**src/can_init_pkg.sv**
```systemverilog
// Constants, field layout and mode type of the CAN start-up and interrupt block
package can_init_pkg;
   localparam int          ADDR_W         = 8;
   localparam logic [7:0]  MCR_OFS        = 8'h00;
   localparam logic [7:0]  CTRL_OFS       = 8'h04;
   localparam logic [7:0]  BUFFER_INTERRUPT_MASK_OFS      = 8'h08;
   localparam logic [7:0]  BUFFER_INTERRUPT_FLAGS_OFS      = 8'h0C;
   localparam logic [7:0]  ESTAT_OFS      = 8'h10;
   localparam logic [7:0]  GMASK_OFS      = 8'h14;
   localparam logic [7:0]  M14_OFS        = 8'h18;
   localparam logic [7:0]  M15_OFS        = 8'h1C;
   localparam logic [1:0]  MB_PAGE        = 2'h2;
   // module_config_reg fields
   localparam int          MCR_DIS_BIT    = 31;
   localparam int          MCR_FRZ_BIT    = 30;
   localparam int          MCR_HOLD_BIT   = 28;
   localparam int          MCR_NRDY_BIT   = 27;
   localparam int          MCR_SRST_BIT   = 25;
   localparam int          MCR_FACK_BIT   = 24;
   // protocol_control_reg fields
   localparam int          CTRL_PRES_LSB  = 24;
   localparam int          CTRL_BOFF_MSK  = 15;
   localparam int          CTRL_ERR_MSK   = 14;
   localparam int          CTRL_CSRC_BIT  = 13;
   localparam logic [31:0] CTRL_RESET     = 32'h0000_0000;
   localparam logic [31:0] WORD_ZERO      = 32'h0000_0000;
   // error_status_reg fields
   localparam int          ESTAT_BOFF_BIT = 2;
   localparam int          ESTAT_ERR_BIT  = 1;
   // Handshake stages and recessive quanta needed for bus sync
   localparam int          SRST_MIN_CYC   = 5;
   localparam logic [3:0]  SYNC_QUANTA    = 4'hB;
   typedef enum logic [1:0] {
      MODE_DISABLED = 2'b00,
      MODE_FREEZE   = 2'b01,
      MODE_SYNCING  = 2'b11,
      MODE_ACTIVE   = 2'b10
   } mode_t;
endpackage

```
**src/can_init_reset_irq.sv**
```systemverilog
// Reset, freeze start-up, soft-reset handshake and interrupt outputs of the CAN controller
`timescale 1ns/1ps
`default_nettype none
module can_init_reset_irq #(
   parameter int NUM_MB = 16
) (
   input  wire logic              sys_clk,
   input  wire logic              resetn,
   input  wire logic [7:0]        addr,
   input  wire logic [31:0]       wdata,
   input  wire logic              wr_stb,
   input  wire logic              rd_stb,
   output logic [31:0]            rdata,
   input  wire logic              dev_soft_reset,
   input  wire logic              xtal_clk_pin,
   input  wire logic              bus_receive_pin,
   input  wire logic              engine_tx,
   input  wire logic [NUM_MB-1:0] mb_event,
   input  wire logic              bus_off_event,
   input  wire logic              error_event,
   output logic                   bus_transmit_pin,
   output logic                   frame_enable,
   output logic                   quantum_tick,
   output logic                   clock_source_select,
   output logic [NUM_MB-1:0]      mb_irq,
   output logic                   mb_irq_any,
   output logic                   bus_off_irq,
   output logic                   error_irq
);
   can_init_pkg::mode_t mode_q;
   logic              dis_q, frz_q, hold_q;
   logic [31:0]       ctrl_q, gmask_q, m14_q, m15_q;
   logic [NUM_MB-1:0] buffer_interrupt_mask_q, buffer_interrupt_flags_q;
   logic              boff_flag_q, err_flag_q;
   logic              srst_pend_q, srst_req_q, p_s1_q, p_s2_q, a_s1_q, a_s2_q;
   logic              srst_fire;
   logic              x_s1_q, x_s2_q, x_s3_q, rx_s1_q, rx_s2_q;
   logic [7:0]        pres_cnt_q;
   logic [3:0]        sync_cnt_q;
   logic [31:0]       mb_q [NUM_MB];
   logic              wr_mcr, wr_ctrl, src_tick, tq;

   function automatic logic hit(input logic [7:0] a, input logic [7:0] ofs);
      return a == ofs;
   endfunction

   assign wr_mcr  = wr_stb && hit(addr, can_init_pkg::MCR_OFS);
   assign wr_ctrl = wr_stb && hit(addr, can_init_pkg::CTRL_OFS);

   // Pin synchronisers
   always_ff @(posedge sys_clk or negedge resetn) begin
      if (!resetn) begin
         x_s1_q  <= 1'b0;
         x_s2_q  <= 1'b0;
         x_s3_q  <= 1'b0;
         rx_s1_q <= 1'b1;
         rx_s2_q <= 1'b1;
      end else begin
         x_s1_q  <= xtal_clk_pin;
         x_s2_q  <= x_s1_q;
         x_s3_q  <= x_s2_q;
         rx_s1_q <= bus_receive_pin;
         rx_s2_q <= rx_s1_q;
      end
   end

   // Protocol clock source and quantum prescaler
   assign clock_source_select = ctrl_q[can_init_pkg::CTRL_CSRC_BIT];
   assign src_tick = clock_source_select ? (x_s2_q && !x_s3_q) : 1'b1;
   assign tq = src_tick && (pres_cnt_q == ctrl_q[can_init_pkg::CTRL_PRES_LSB +: 8]);

   always_ff @(posedge sys_clk or negedge resetn) begin
      if (!resetn) begin
         pres_cnt_q   <= 8'h00;
         quantum_tick <= 1'b0;
      end else begin
         quantum_tick <= tq;
         if (tq)
            pres_cnt_q <= 8'h00;
         else if (src_tick)
            pres_cnt_q <= pres_cnt_q + 8'h01;
      end
   end

   // Soft-reset request/acknowledge across the protocol side
   assign srst_fire = srst_req_q && a_s2_q && srst_pend_q;

   always_ff @(posedge sys_clk or negedge resetn) begin
      if (!resetn) begin
         srst_pend_q <= 1'b0;
         srst_req_q  <= 1'b0;
         p_s1_q      <= 1'b0;
         p_s2_q      <= 1'b0;
         a_s1_q      <= 1'b0;
         a_s2_q      <= 1'b0;
      end else begin
         if (srst_fire)
            srst_pend_q <= 1'b0;
         else if (dev_soft_reset || (wr_mcr && wdata[can_init_pkg::MCR_SRST_BIT]))
            srst_pend_q <= 1'b1;
         srst_req_q <= srst_pend_q && !srst_fire && (srst_req_q || !a_s2_q);
         p_s1_q     <= srst_req_q;
         p_s2_q     <= p_s1_q;
         a_s1_q     <= p_s2_q;
         a_s2_q     <= a_s1_q;
      end
   end

   // Operating mode and module_config_reg bits
   always_ff @(posedge sys_clk or negedge resetn) begin
      if (!resetn) begin
         mode_q     <= can_init_pkg::MODE_DISABLED;
         dis_q      <= 1'b1;
         frz_q      <= 1'b1;
         hold_q     <= 1'b1;
         sync_cnt_q <= 4'h0;
      end else if (srst_fire) begin
         mode_q     <= dis_q ? can_init_pkg::MODE_DISABLED : can_init_pkg::MODE_FREEZE;
         frz_q      <= 1'b1;
         hold_q     <= 1'b1;
         sync_cnt_q <= 4'h0;
      end else begin
         if (wr_mcr) begin
            dis_q  <= wdata[can_init_pkg::MCR_DIS_BIT];
            frz_q  <= wdata[can_init_pkg::MCR_FRZ_BIT];
            hold_q <= wdata[can_init_pkg::MCR_HOLD_BIT];
         end
         unique case (mode_q)
            can_init_pkg::MODE_DISABLED: begin
               if (wr_mcr && !wdata[can_init_pkg::MCR_DIS_BIT]) begin
                  mode_q <= can_init_pkg::MODE_FREEZE;
                  frz_q  <= 1'b1;
                  hold_q <= 1'b1;
               end
            end
            can_init_pkg::MODE_FREEZE: begin
               sync_cnt_q <= 4'h0;
               if (wr_mcr && wdata[can_init_pkg::MCR_DIS_BIT])
                  mode_q <= can_init_pkg::MODE_DISABLED;
               else if (wr_mcr && !wdata[can_init_pkg::MCR_HOLD_BIT])
                  mode_q <= can_init_pkg::MODE_SYNCING;
               else if (wr_mcr) begin
                  frz_q  <= 1'b1;
                  hold_q <= 1'b1;
               end
            end
            can_init_pkg::MODE_SYNCING, can_init_pkg::MODE_ACTIVE: begin
               if (wr_mcr && wdata[can_init_pkg::MCR_DIS_BIT])
                  mode_q <= can_init_pkg::MODE_DISABLED;
               else if (wr_mcr && wdata[can_init_pkg::MCR_HOLD_BIT] && wdata[can_init_pkg::MCR_FRZ_BIT])
                  mode_q <= can_init_pkg::MODE_FREEZE;
               else if (mode_q == can_init_pkg::MODE_SYNCING && tq) begin
                  if (!rx_s2_q)
                     sync_cnt_q <= 4'h0;
                  else if (sync_cnt_q == can_init_pkg::SYNC_QUANTA - 4'h1)
                     mode_q <= can_init_pkg::MODE_ACTIVE;
                  else
                     sync_cnt_q <= sync_cnt_q + 4'h1;
               end
            end
         endcase
      end
   end

   // Bus side held recessive and quiet unless active
   assign frame_enable = (mode_q == can_init_pkg::MODE_ACTIVE);

   always_ff @(posedge sys_clk or negedge resetn) begin
      if (!resetn)
         bus_transmit_pin <= 1'b1;
      else
         bus_transmit_pin <= frame_enable ? engine_tx : 1'b1;
   end

   // Configuration registers; clock source only changes while disabled
   always_ff @(posedge sys_clk or negedge resetn) begin
      if (!resetn) begin
         ctrl_q  <= can_init_pkg::CTRL_RESET;
         gmask_q <= can_init_pkg::WORD_ZERO;
         m14_q   <= can_init_pkg::WORD_ZERO;
         m15_q   <= can_init_pkg::WORD_ZERO;
         buffer_interrupt_mask_q <= '0;
      end else begin
         if (wr_ctrl) begin
            ctrl_q <= wdata;
            if (mode_q != can_init_pkg::MODE_DISABLED)
               ctrl_q[can_init_pkg::CTRL_CSRC_BIT] <= ctrl_q[can_init_pkg::CTRL_CSRC_BIT];
         end
         if (wr_stb && hit(addr, can_init_pkg::GMASK_OFS))
            gmask_q <= wdata;
         if (wr_stb && hit(addr, can_init_pkg::M14_OFS))
            m14_q <= wdata;
         if (wr_stb && hit(addr, can_init_pkg::M15_OFS))
            m15_q <= wdata;
         if (wr_stb && hit(addr, can_init_pkg::BUFFER_INTERRUPT_MASK_OFS))
            buffer_interrupt_mask_q <= wdata[NUM_MB-1:0];
      end
   end

   // Sticky flags, write one to clear, set wins
   always_ff @(posedge sys_clk or negedge resetn) begin
      if (!resetn) begin
         buffer_interrupt_flags_q     <= '0;
         boff_flag_q <= 1'b0;
         err_flag_q  <= 1'b0;
      end else if (srst_fire) begin
         buffer_interrupt_flags_q     <= '0;
         boff_flag_q <= 1'b0;
         err_flag_q  <= 1'b0;
      end else begin
         if (wr_stb && hit(addr, can_init_pkg::BUFFER_INTERRUPT_FLAGS_OFS))
            buffer_interrupt_flags_q <= (buffer_interrupt_flags_q & ~wdata[NUM_MB-1:0]) | mb_event;
         else
            buffer_interrupt_flags_q <= buffer_interrupt_flags_q | mb_event;
         if (wr_stb && hit(addr, can_init_pkg::ESTAT_OFS)) begin
            boff_flag_q <= bus_off_event || (boff_flag_q && !wdata[can_init_pkg::ESTAT_BOFF_BIT]);
            err_flag_q  <= error_event || (err_flag_q && !wdata[can_init_pkg::ESTAT_ERR_BIT]);
         end else begin
            boff_flag_q <= boff_flag_q || bus_off_event;
            err_flag_q  <= err_flag_q || error_event;
         end
      end
   end

   // Interrupt outputs
   always_ff @(posedge sys_clk or negedge resetn) begin
      if (!resetn) begin
         mb_irq      <= '0;
         mb_irq_any  <= 1'b0;
         bus_off_irq <= 1'b0;
         error_irq   <= 1'b0;
      end else begin
         mb_irq      <= buffer_interrupt_flags_q & buffer_interrupt_mask_q;
         mb_irq_any  <= |(buffer_interrupt_flags_q & buffer_interrupt_mask_q);
         bus_off_irq <= boff_flag_q && ctrl_q[can_init_pkg::CTRL_BOFF_MSK];
         error_irq   <= err_flag_q && ctrl_q[can_init_pkg::CTRL_ERR_MSK];
      end
   end

   // Message buffer words: no reset of any kind
   always_ff @(posedge sys_clk) begin
      if (wr_stb && addr[7:6] == can_init_pkg::MB_PAGE)
         mb_q[addr[5:2]] <= wdata;
   end

   // Read port, data in the following cycle
   always_ff @(posedge sys_clk or negedge resetn) begin
      if (!resetn) begin
         rdata <= can_init_pkg::WORD_ZERO;
      end else if (rd_stb) begin
         rdata <= can_init_pkg::WORD_ZERO;
         if (addr[7:6] == can_init_pkg::MB_PAGE)
            rdata <= mb_q[addr[5:2]];
         else if (hit(addr, can_init_pkg::MCR_OFS)) begin
            rdata[can_init_pkg::MCR_DIS_BIT]  <= dis_q;
            rdata[can_init_pkg::MCR_FRZ_BIT]  <= frz_q;
            rdata[can_init_pkg::MCR_HOLD_BIT] <= hold_q;
            rdata[can_init_pkg::MCR_NRDY_BIT] <= mode_q != can_init_pkg::MODE_ACTIVE;
            rdata[can_init_pkg::MCR_SRST_BIT] <= srst_pend_q;
            rdata[can_init_pkg::MCR_FACK_BIT] <= mode_q == can_init_pkg::MODE_FREEZE;
         end else if (hit(addr, can_init_pkg::CTRL_OFS))
            rdata <= ctrl_q;
         else if (hit(addr, can_init_pkg::BUFFER_INTERRUPT_MASK_OFS))
            rdata[NUM_MB-1:0] <= buffer_interrupt_mask_q;
         else if (hit(addr, can_init_pkg::BUFFER_INTERRUPT_FLAGS_OFS))
            rdata[NUM_MB-1:0] <= buffer_interrupt_flags_q;
         else if (hit(addr, can_init_pkg::ESTAT_OFS)) begin
            rdata[can_init_pkg::ESTAT_BOFF_BIT] <= boff_flag_q;
            rdata[can_init_pkg::ESTAT_ERR_BIT]  <= err_flag_q;
         end else if (hit(addr, can_init_pkg::GMASK_OFS))
            rdata <= gmask_q;
         else if (hit(addr, can_init_pkg::M14_OFS))
            rdata <= m14_q;
         else if (hit(addr, can_init_pkg::M15_OFS))
            rdata <= m15_q;
      end
   end
endmodule // can_init_reset_irq
`default_nettype wire

```
**config.mk**
```make
export PLATFORM = sky130hd
export DESIGN_NAME = can_init_reset_irq
export DESIGN_NICKNAME = d
export VERILOG_FILES = /design/src/can_init_pkg.sv /design/src/can_init_reset_irq.sv
export SDC_FILE = /design/constraint.sdc
export NUM_CORES = 1
export LEC_CHECK = 0
export BUFFER_PORTS_ARGS = -buffer_cell sky130_fd_sc_hd__clkbuf_2
export CAP_MARGIN = 20
export CORE_MARGIN = 4
export CORE_UTILIZATION = 34
export DETAILED_ROUTE_END_ITERATION = 7
export PLACE_DENSITY = 0.57
export SLEW_MARGIN = 20
export SYNTH_ARGS = -nofsm -noshare
export SYNTH_HDL_FRONTEND = slang
export SYNTH_SLANG_ARGS = --single-unit
```
**constraint.sdc**
```tcl
create_clock -name sys_clk -period 5.3 [get_ports sys_clk]
set_input_delay 1.59 -clock sys_clk [delete_from_list [all_inputs] [get_ports sys_clk]]
set_output_delay 1.59 -clock sys_clk [all_outputs]
set_load 0.05 [all_outputs]
```
---- After elaboration in Yosys (flattened, before gate mapping) ----
Memory sizes are Yosys's and may differ from the RTL's.
Cells that the tools add are included.
operators by class
  add/sub/neg operators ................... 2
  equality and inequality tests ........... 23
  muxes and demuxes ....................... 64
  bitwise logic cells ..................... 7
  reductions and logical operators ........ 51
operators by type and width
  cell                                            number
  2-to-1 mux 32 bit                               5
  2-to-1 mux 16 bit                               6
  bitwise AND 16 bit                              2
  == test 8 x 5 -> 1 bit (second input constant)  4
  OR 16 bit                                       2
  2-to-1 mux 29 bit                               1
  logical AND 1 bit                               26
  2-to-1 mux 1 bit                                26
  2-to-1 mux 2 bit                                13
  2-to-1 mux 24 bit                               1
  2-to-1 mux 4 bit                                6
  == test 8 x 4 -> 1 bit (second input constant)  2
  2-to-1 mux 8 bit                                2
  NOT 16 bit                                      1
  OR reduction 16 bit                             1
  inequality test 5 bit (second input constant)   3
  inequality test 3 bit (second input constant)   4
  AND reduction 5 bit                             2
  adder 8 x 1 -> 8 bit (second input constant)    1
  == test 8 x 3 -> 1 bit (second input constant)  1
  == test 8 bit                                   1
  logical NOT 8 bit                               1
  inequality test 4 bit (second input constant)   2
  case mux 4 bit (2 select lines)                 1
  15 further kinds                                33
storage, ports and cells
  register bits ........................... 243
  RAM bits ................................ 512
  input bits .............................. 66
  output and inout port bits .............. 55
  word-level logic and storage cells ...... 181
  memories kept ........................... 1
memory list
  memory  depth  width  rd ports  clocked after Yosys merged registers in  wr ports  line                      RTL
  mb_q    16     32     1         0                                        1         can_init_reset_irq.sv:40  logic [31:0] mb_q [NUM_MB];

---- Longest topological paths before layout ----
  depth in word-level cells ............... 10
  gate-level depth with buffers ........... 10
  gate-level depth less buffers ........... 5

---- Worst setup path after synthesis ----
Ideal clock, no wire load.
  path kind ............................... input to register
  start point ............................. input port addr[2]
  end point ............................... memory mb_q[15][0], enable pin
  setup time .............................. 0.421 ns
  data arrival time ....................... 3.846 ns
  setup slack ............................. 1.033 ns
  cell stages on the path ................. 6
  buffers on the path ..................... 3
  cell sequence ........................... buf_6 buf_4 buf_4 nand3_1 nand2b_1 nor2_1
RTL lines
  what             line                      RTL
  start, declared  can_init_reset_irq.sv:9   input wire logic [7:0] addr,
  end, declared    can_init_reset_irq.sv:40
No word-level cell before the write port.

---- Worst setup path in the final report ----
  start point ............................. input port addr[3]
  end point ............................... memory mb_q[14][19], enable pin
No word-level cell before the write port.

==> impl_metrics.env <==
export IMPL_syn_to_final_growth_pct=15.4
export IMPL_die_x_um=306
export IMPL_maxCapViolCount=0
export IMPL_fmax_ghz=0.271
export IMPL_ys_seq_elements=755
export IMPL_status="completed"
export IMPL_syn_nets=1741
export IMPL_hold_buffers=0
export IMPL_holdWs_ns=0.347
export IMPL_nets=1888
export IMPL_coreArea_um2=88400
export IMPL_antenna_left=0
export IMPL_grt_ovfl_total=0
export IMPL_drtPass1Iterations=4
export IMPL_cp_slowest_cell="nor2_4"
export IMPL_portBuffers=120
export IMPL_cp_max_fo=57
export IMPL_finalSetupViolations=0
export IMPL_drv_slew=0
export IMPL_ir_worst_vdd_mv=0.236
export IMPL_synth_top_cells_by_area="edfxtp_1 (51%), dfrtp_1 (20%), mux4_2 (9.5%), mux2_2 (6.0%), a21oi_1 (1.2%)"
export IMPL_cts_root_buf="clkbuf_16"
export IMPL_max_stage_delay_ns=0.64
export IMPL_synth_distinct_cells=66
export IMPL_synth_top_area_share_pct=50.8
export IMPL_critical_path_buf_inv_count=2
export IMPL_layout_drive_gt1_share_pct=32.4
export IMPL_clkTransAtPathRegs_ns=0.06
export IMPL_vias_per_cell=5.37
export IMPL_synth_top_area_cell="edfxtp_1"
export IMPL_fin_skew_ns=0.0180
export IMPL_die_y_um=306
export IMPL_dr_total_vias=16300
export IMPL_grt_pass1_vias=17200
export IMPL_syn_avg_cell_area_um2=18.1
export IMPL_post_cts_buffers=0
export IMPL_grt_max_degree=112
export IMPL_num_rows=109
export IMPL_yosys_most_used_dff="edfxtp_1"
export IMPL_path_cells="buf_6, nor2b_1, nand3_1, nor2_4, buf_12"
export IMPL_drc=0
export IMPL_leakage_nw=12.7
export IMPL_endpoint_kind="flop"
export IMPL_hpwl_mm=47.8
export IMPL_dieArea_um2=93800
export IMPL_period_needed_ns=3.69
export IMPL_clk_latency_ns=0.61
export IMPL_finalHoldViolations=0
export IMPL_criticalPathCategory="input pin to flop"
export IMPL_crit_family="simple AND/OR/NAND/NOR gates"
export IMPL_fin_crit_sh_pct=69.6
export IMPL_final_common_cell="edfxtp_1"
export IMPL_antenna_found_initial=6
export IMPL_synth_edff_count=512
export IMPL_async_reset_ff_share_pct=32.2
export IMPL_relSlewSlack_pct=26.6
export IMPL_grt_first_pass_wirelength_mm=117
export IMPL_cts_tree="yes"
export IMPL_worstPathRequired_ns=5.58
export IMPL_routedWlPerCell_um=25.6
export IMPL_setup_tns_ns=0
export IMPL_hp_class="flop to flop"
export IMPL_dpl_cell_area_um2=32500
export IMPL_tightestPinTransition_ns=1.10
export IMPL_power_total_mw=12.8
export IMPL_drt_iter0_markers=1441
export IMPL_drt_wl_total_mm=78.1
export IMPL_rsz0062_at_grt="no"
export IMPL_syn_inst=1672
export IMPL_mostFrequentLayoutCells="edfxtp_1 (512), dfrtp_1 (237), mux2_2 (160)"
export IMPL_clkSinkCount=755
export IMPL_ys_seq_area_share_pct=71.0
export IMPL_htree_levels=3
export IMPL_clockBufferDepth=3
export IMPL_ios=121
export IMPL_fill_cells=8023
export IMPL_grt_usage_pct=16.6
export IMPL_numCtsBuffers=74
export IMPL_start_kind="input pin"
export IMPL_powerDensity_nw_per_um2=367
export IMPL_ys_warn_count=0
export IMPL_cp_arrival_ns=3.97
export IMPL_fin_area_um2=34900
export IMPL_syn_cell_area_um2=30200
export IMPL_cts_resized=0
export IMPL_gp_congestion=0.754
export IMPL_start_util_pct=34.2
metrics by stage:
stage	utilization, %	std cells	setup slack [ns]
floorplan	-	1672	1.03
global placement	36.8	2907	0.901
detailed placement	36.8	2907	0.881
CTS	39.5	3042	1.55
global route	39.5	3043	1.41
finish	39.5	3045	1.61
path summary, 6_finish.rpt:
kind,startpoint,to,slack (ns),cells after the start
hold reg to reg,p_s2_q,a_s1_q,0.35,0
setup / recovery,addr[3],mb_q[14][19],1.61,5
setup reg to reg,ctrl_q[26],mode_q[0],3.10,5
max in group asynchronous,resetn,m15_q[5],3.20,2
min in group asynchronous,resetn,gmask_q[24],1.06,1
hold / removal,p_s2_q,a_s1_q,0.35,0
cells by family after synthesis:
kind of cell | synth area share (%)
xor gates and xnor gates | 0.348
buffers and inverters | 1.92
muxes | 17.5
and+or+nand+nor | 3.81
DFF | 71.0
adders and majority gates | 0.124
AOI/OAI and AO/OA | 5.28
power by group:
part | total, mW | switching, mW | leakage, nW | internal [mW]
registers | 6.69 | 0.158 | 7.82 | 6.53
clock network | 5.15 | 2.18 | 1.16 | 2.97
logic | 0.992 | 0.635 | 3.77 | 0.357
registers in the layout (all words and copies together) (netlist names), 2 cells and up:
| register | cells |
|---|---|
| mb_q | 512 |
| ctrl_q | 32 |
| gmask_q | 32 |
| m14_q | 32 |
| m15_q | 32 |
| rdata | 32 |
| buffer_interrupt_flags_q | 16 |
| buffer_interrupt_mask_q | 16 |
| mb_irq | 16 |
| pres_cnt_q | 8 |
| sync_cnt_q | 4 |
| mode_q | 2 |
synth_stat cells (3+ instances only):
library cell	count
nor4_1	5
nand2_1	51
o21ai_0	8
a22oi_1	48
dfstp_2	6
edfxtp_1	512
a211oi_1	3
o221ai_1	4
clkbuf_1	51
o22ai_1	4
buf_1	6
or2_2	3
a221oi_1	14
mux4_2	128
mux2i_1	8
nand2b_1	7
a32o_1	5
nand4_1	5
a221o_1	14
nand3_1	11
nor2_1	78
dfrtp_1	237
buf_2	33
or3_1	3
o32a_1	14
and3_1	9
a21oi_1	75
mux2_2	160
nor3_1	24
o21a_1	3
xor2_1	11
ha_1	3
mux2_1	15
nor2b_1	12
a31oi_1	3
a22o_1	10
buf_4	9
and2_1	20
buf_6	8
mux4_1	14
inv_1	7
worst reg2reg max path, cell delays in order (launching register included):
cell     delay, ns
dfrtp_1       0.46
xor2_1        0.17
nor4_1        0.26
and3_1        0.55
or3b_1        0.41
a32o_1        0.23
per-layer routing:
| metal | track usage, % | part of all wire [%] | wire length, µm |
|---|---|---|---|
| met1 | 23.0 | 43 | 33700 |
| met2 | 26.7 | 48 | 37400 |
| met3 | 3.72 | 6.4 | 5020 |
| met4 | 4.18 | 2.5 | 1990 |
| met5 | 0 | 0.046 | 36 |
final cells by class:
type                            instances  area [µm²]  share of cell area, %
Sequential cell                       755       21500                   61.5
Multi-Input combinational cell        801        8340                   23.9
Clock buffer                          106        2110                   6.03
Tap cell                             1165        1460                   4.18
Timing Repair Buffer                  179        1260                   3.61
Clock inverter                         29         250                  0.717
Inverter                                8        30.0                 0.0860
Antenna cell                            2        5.00                 0.0143
Note: power is estimated with default switching activity, not from simulation.
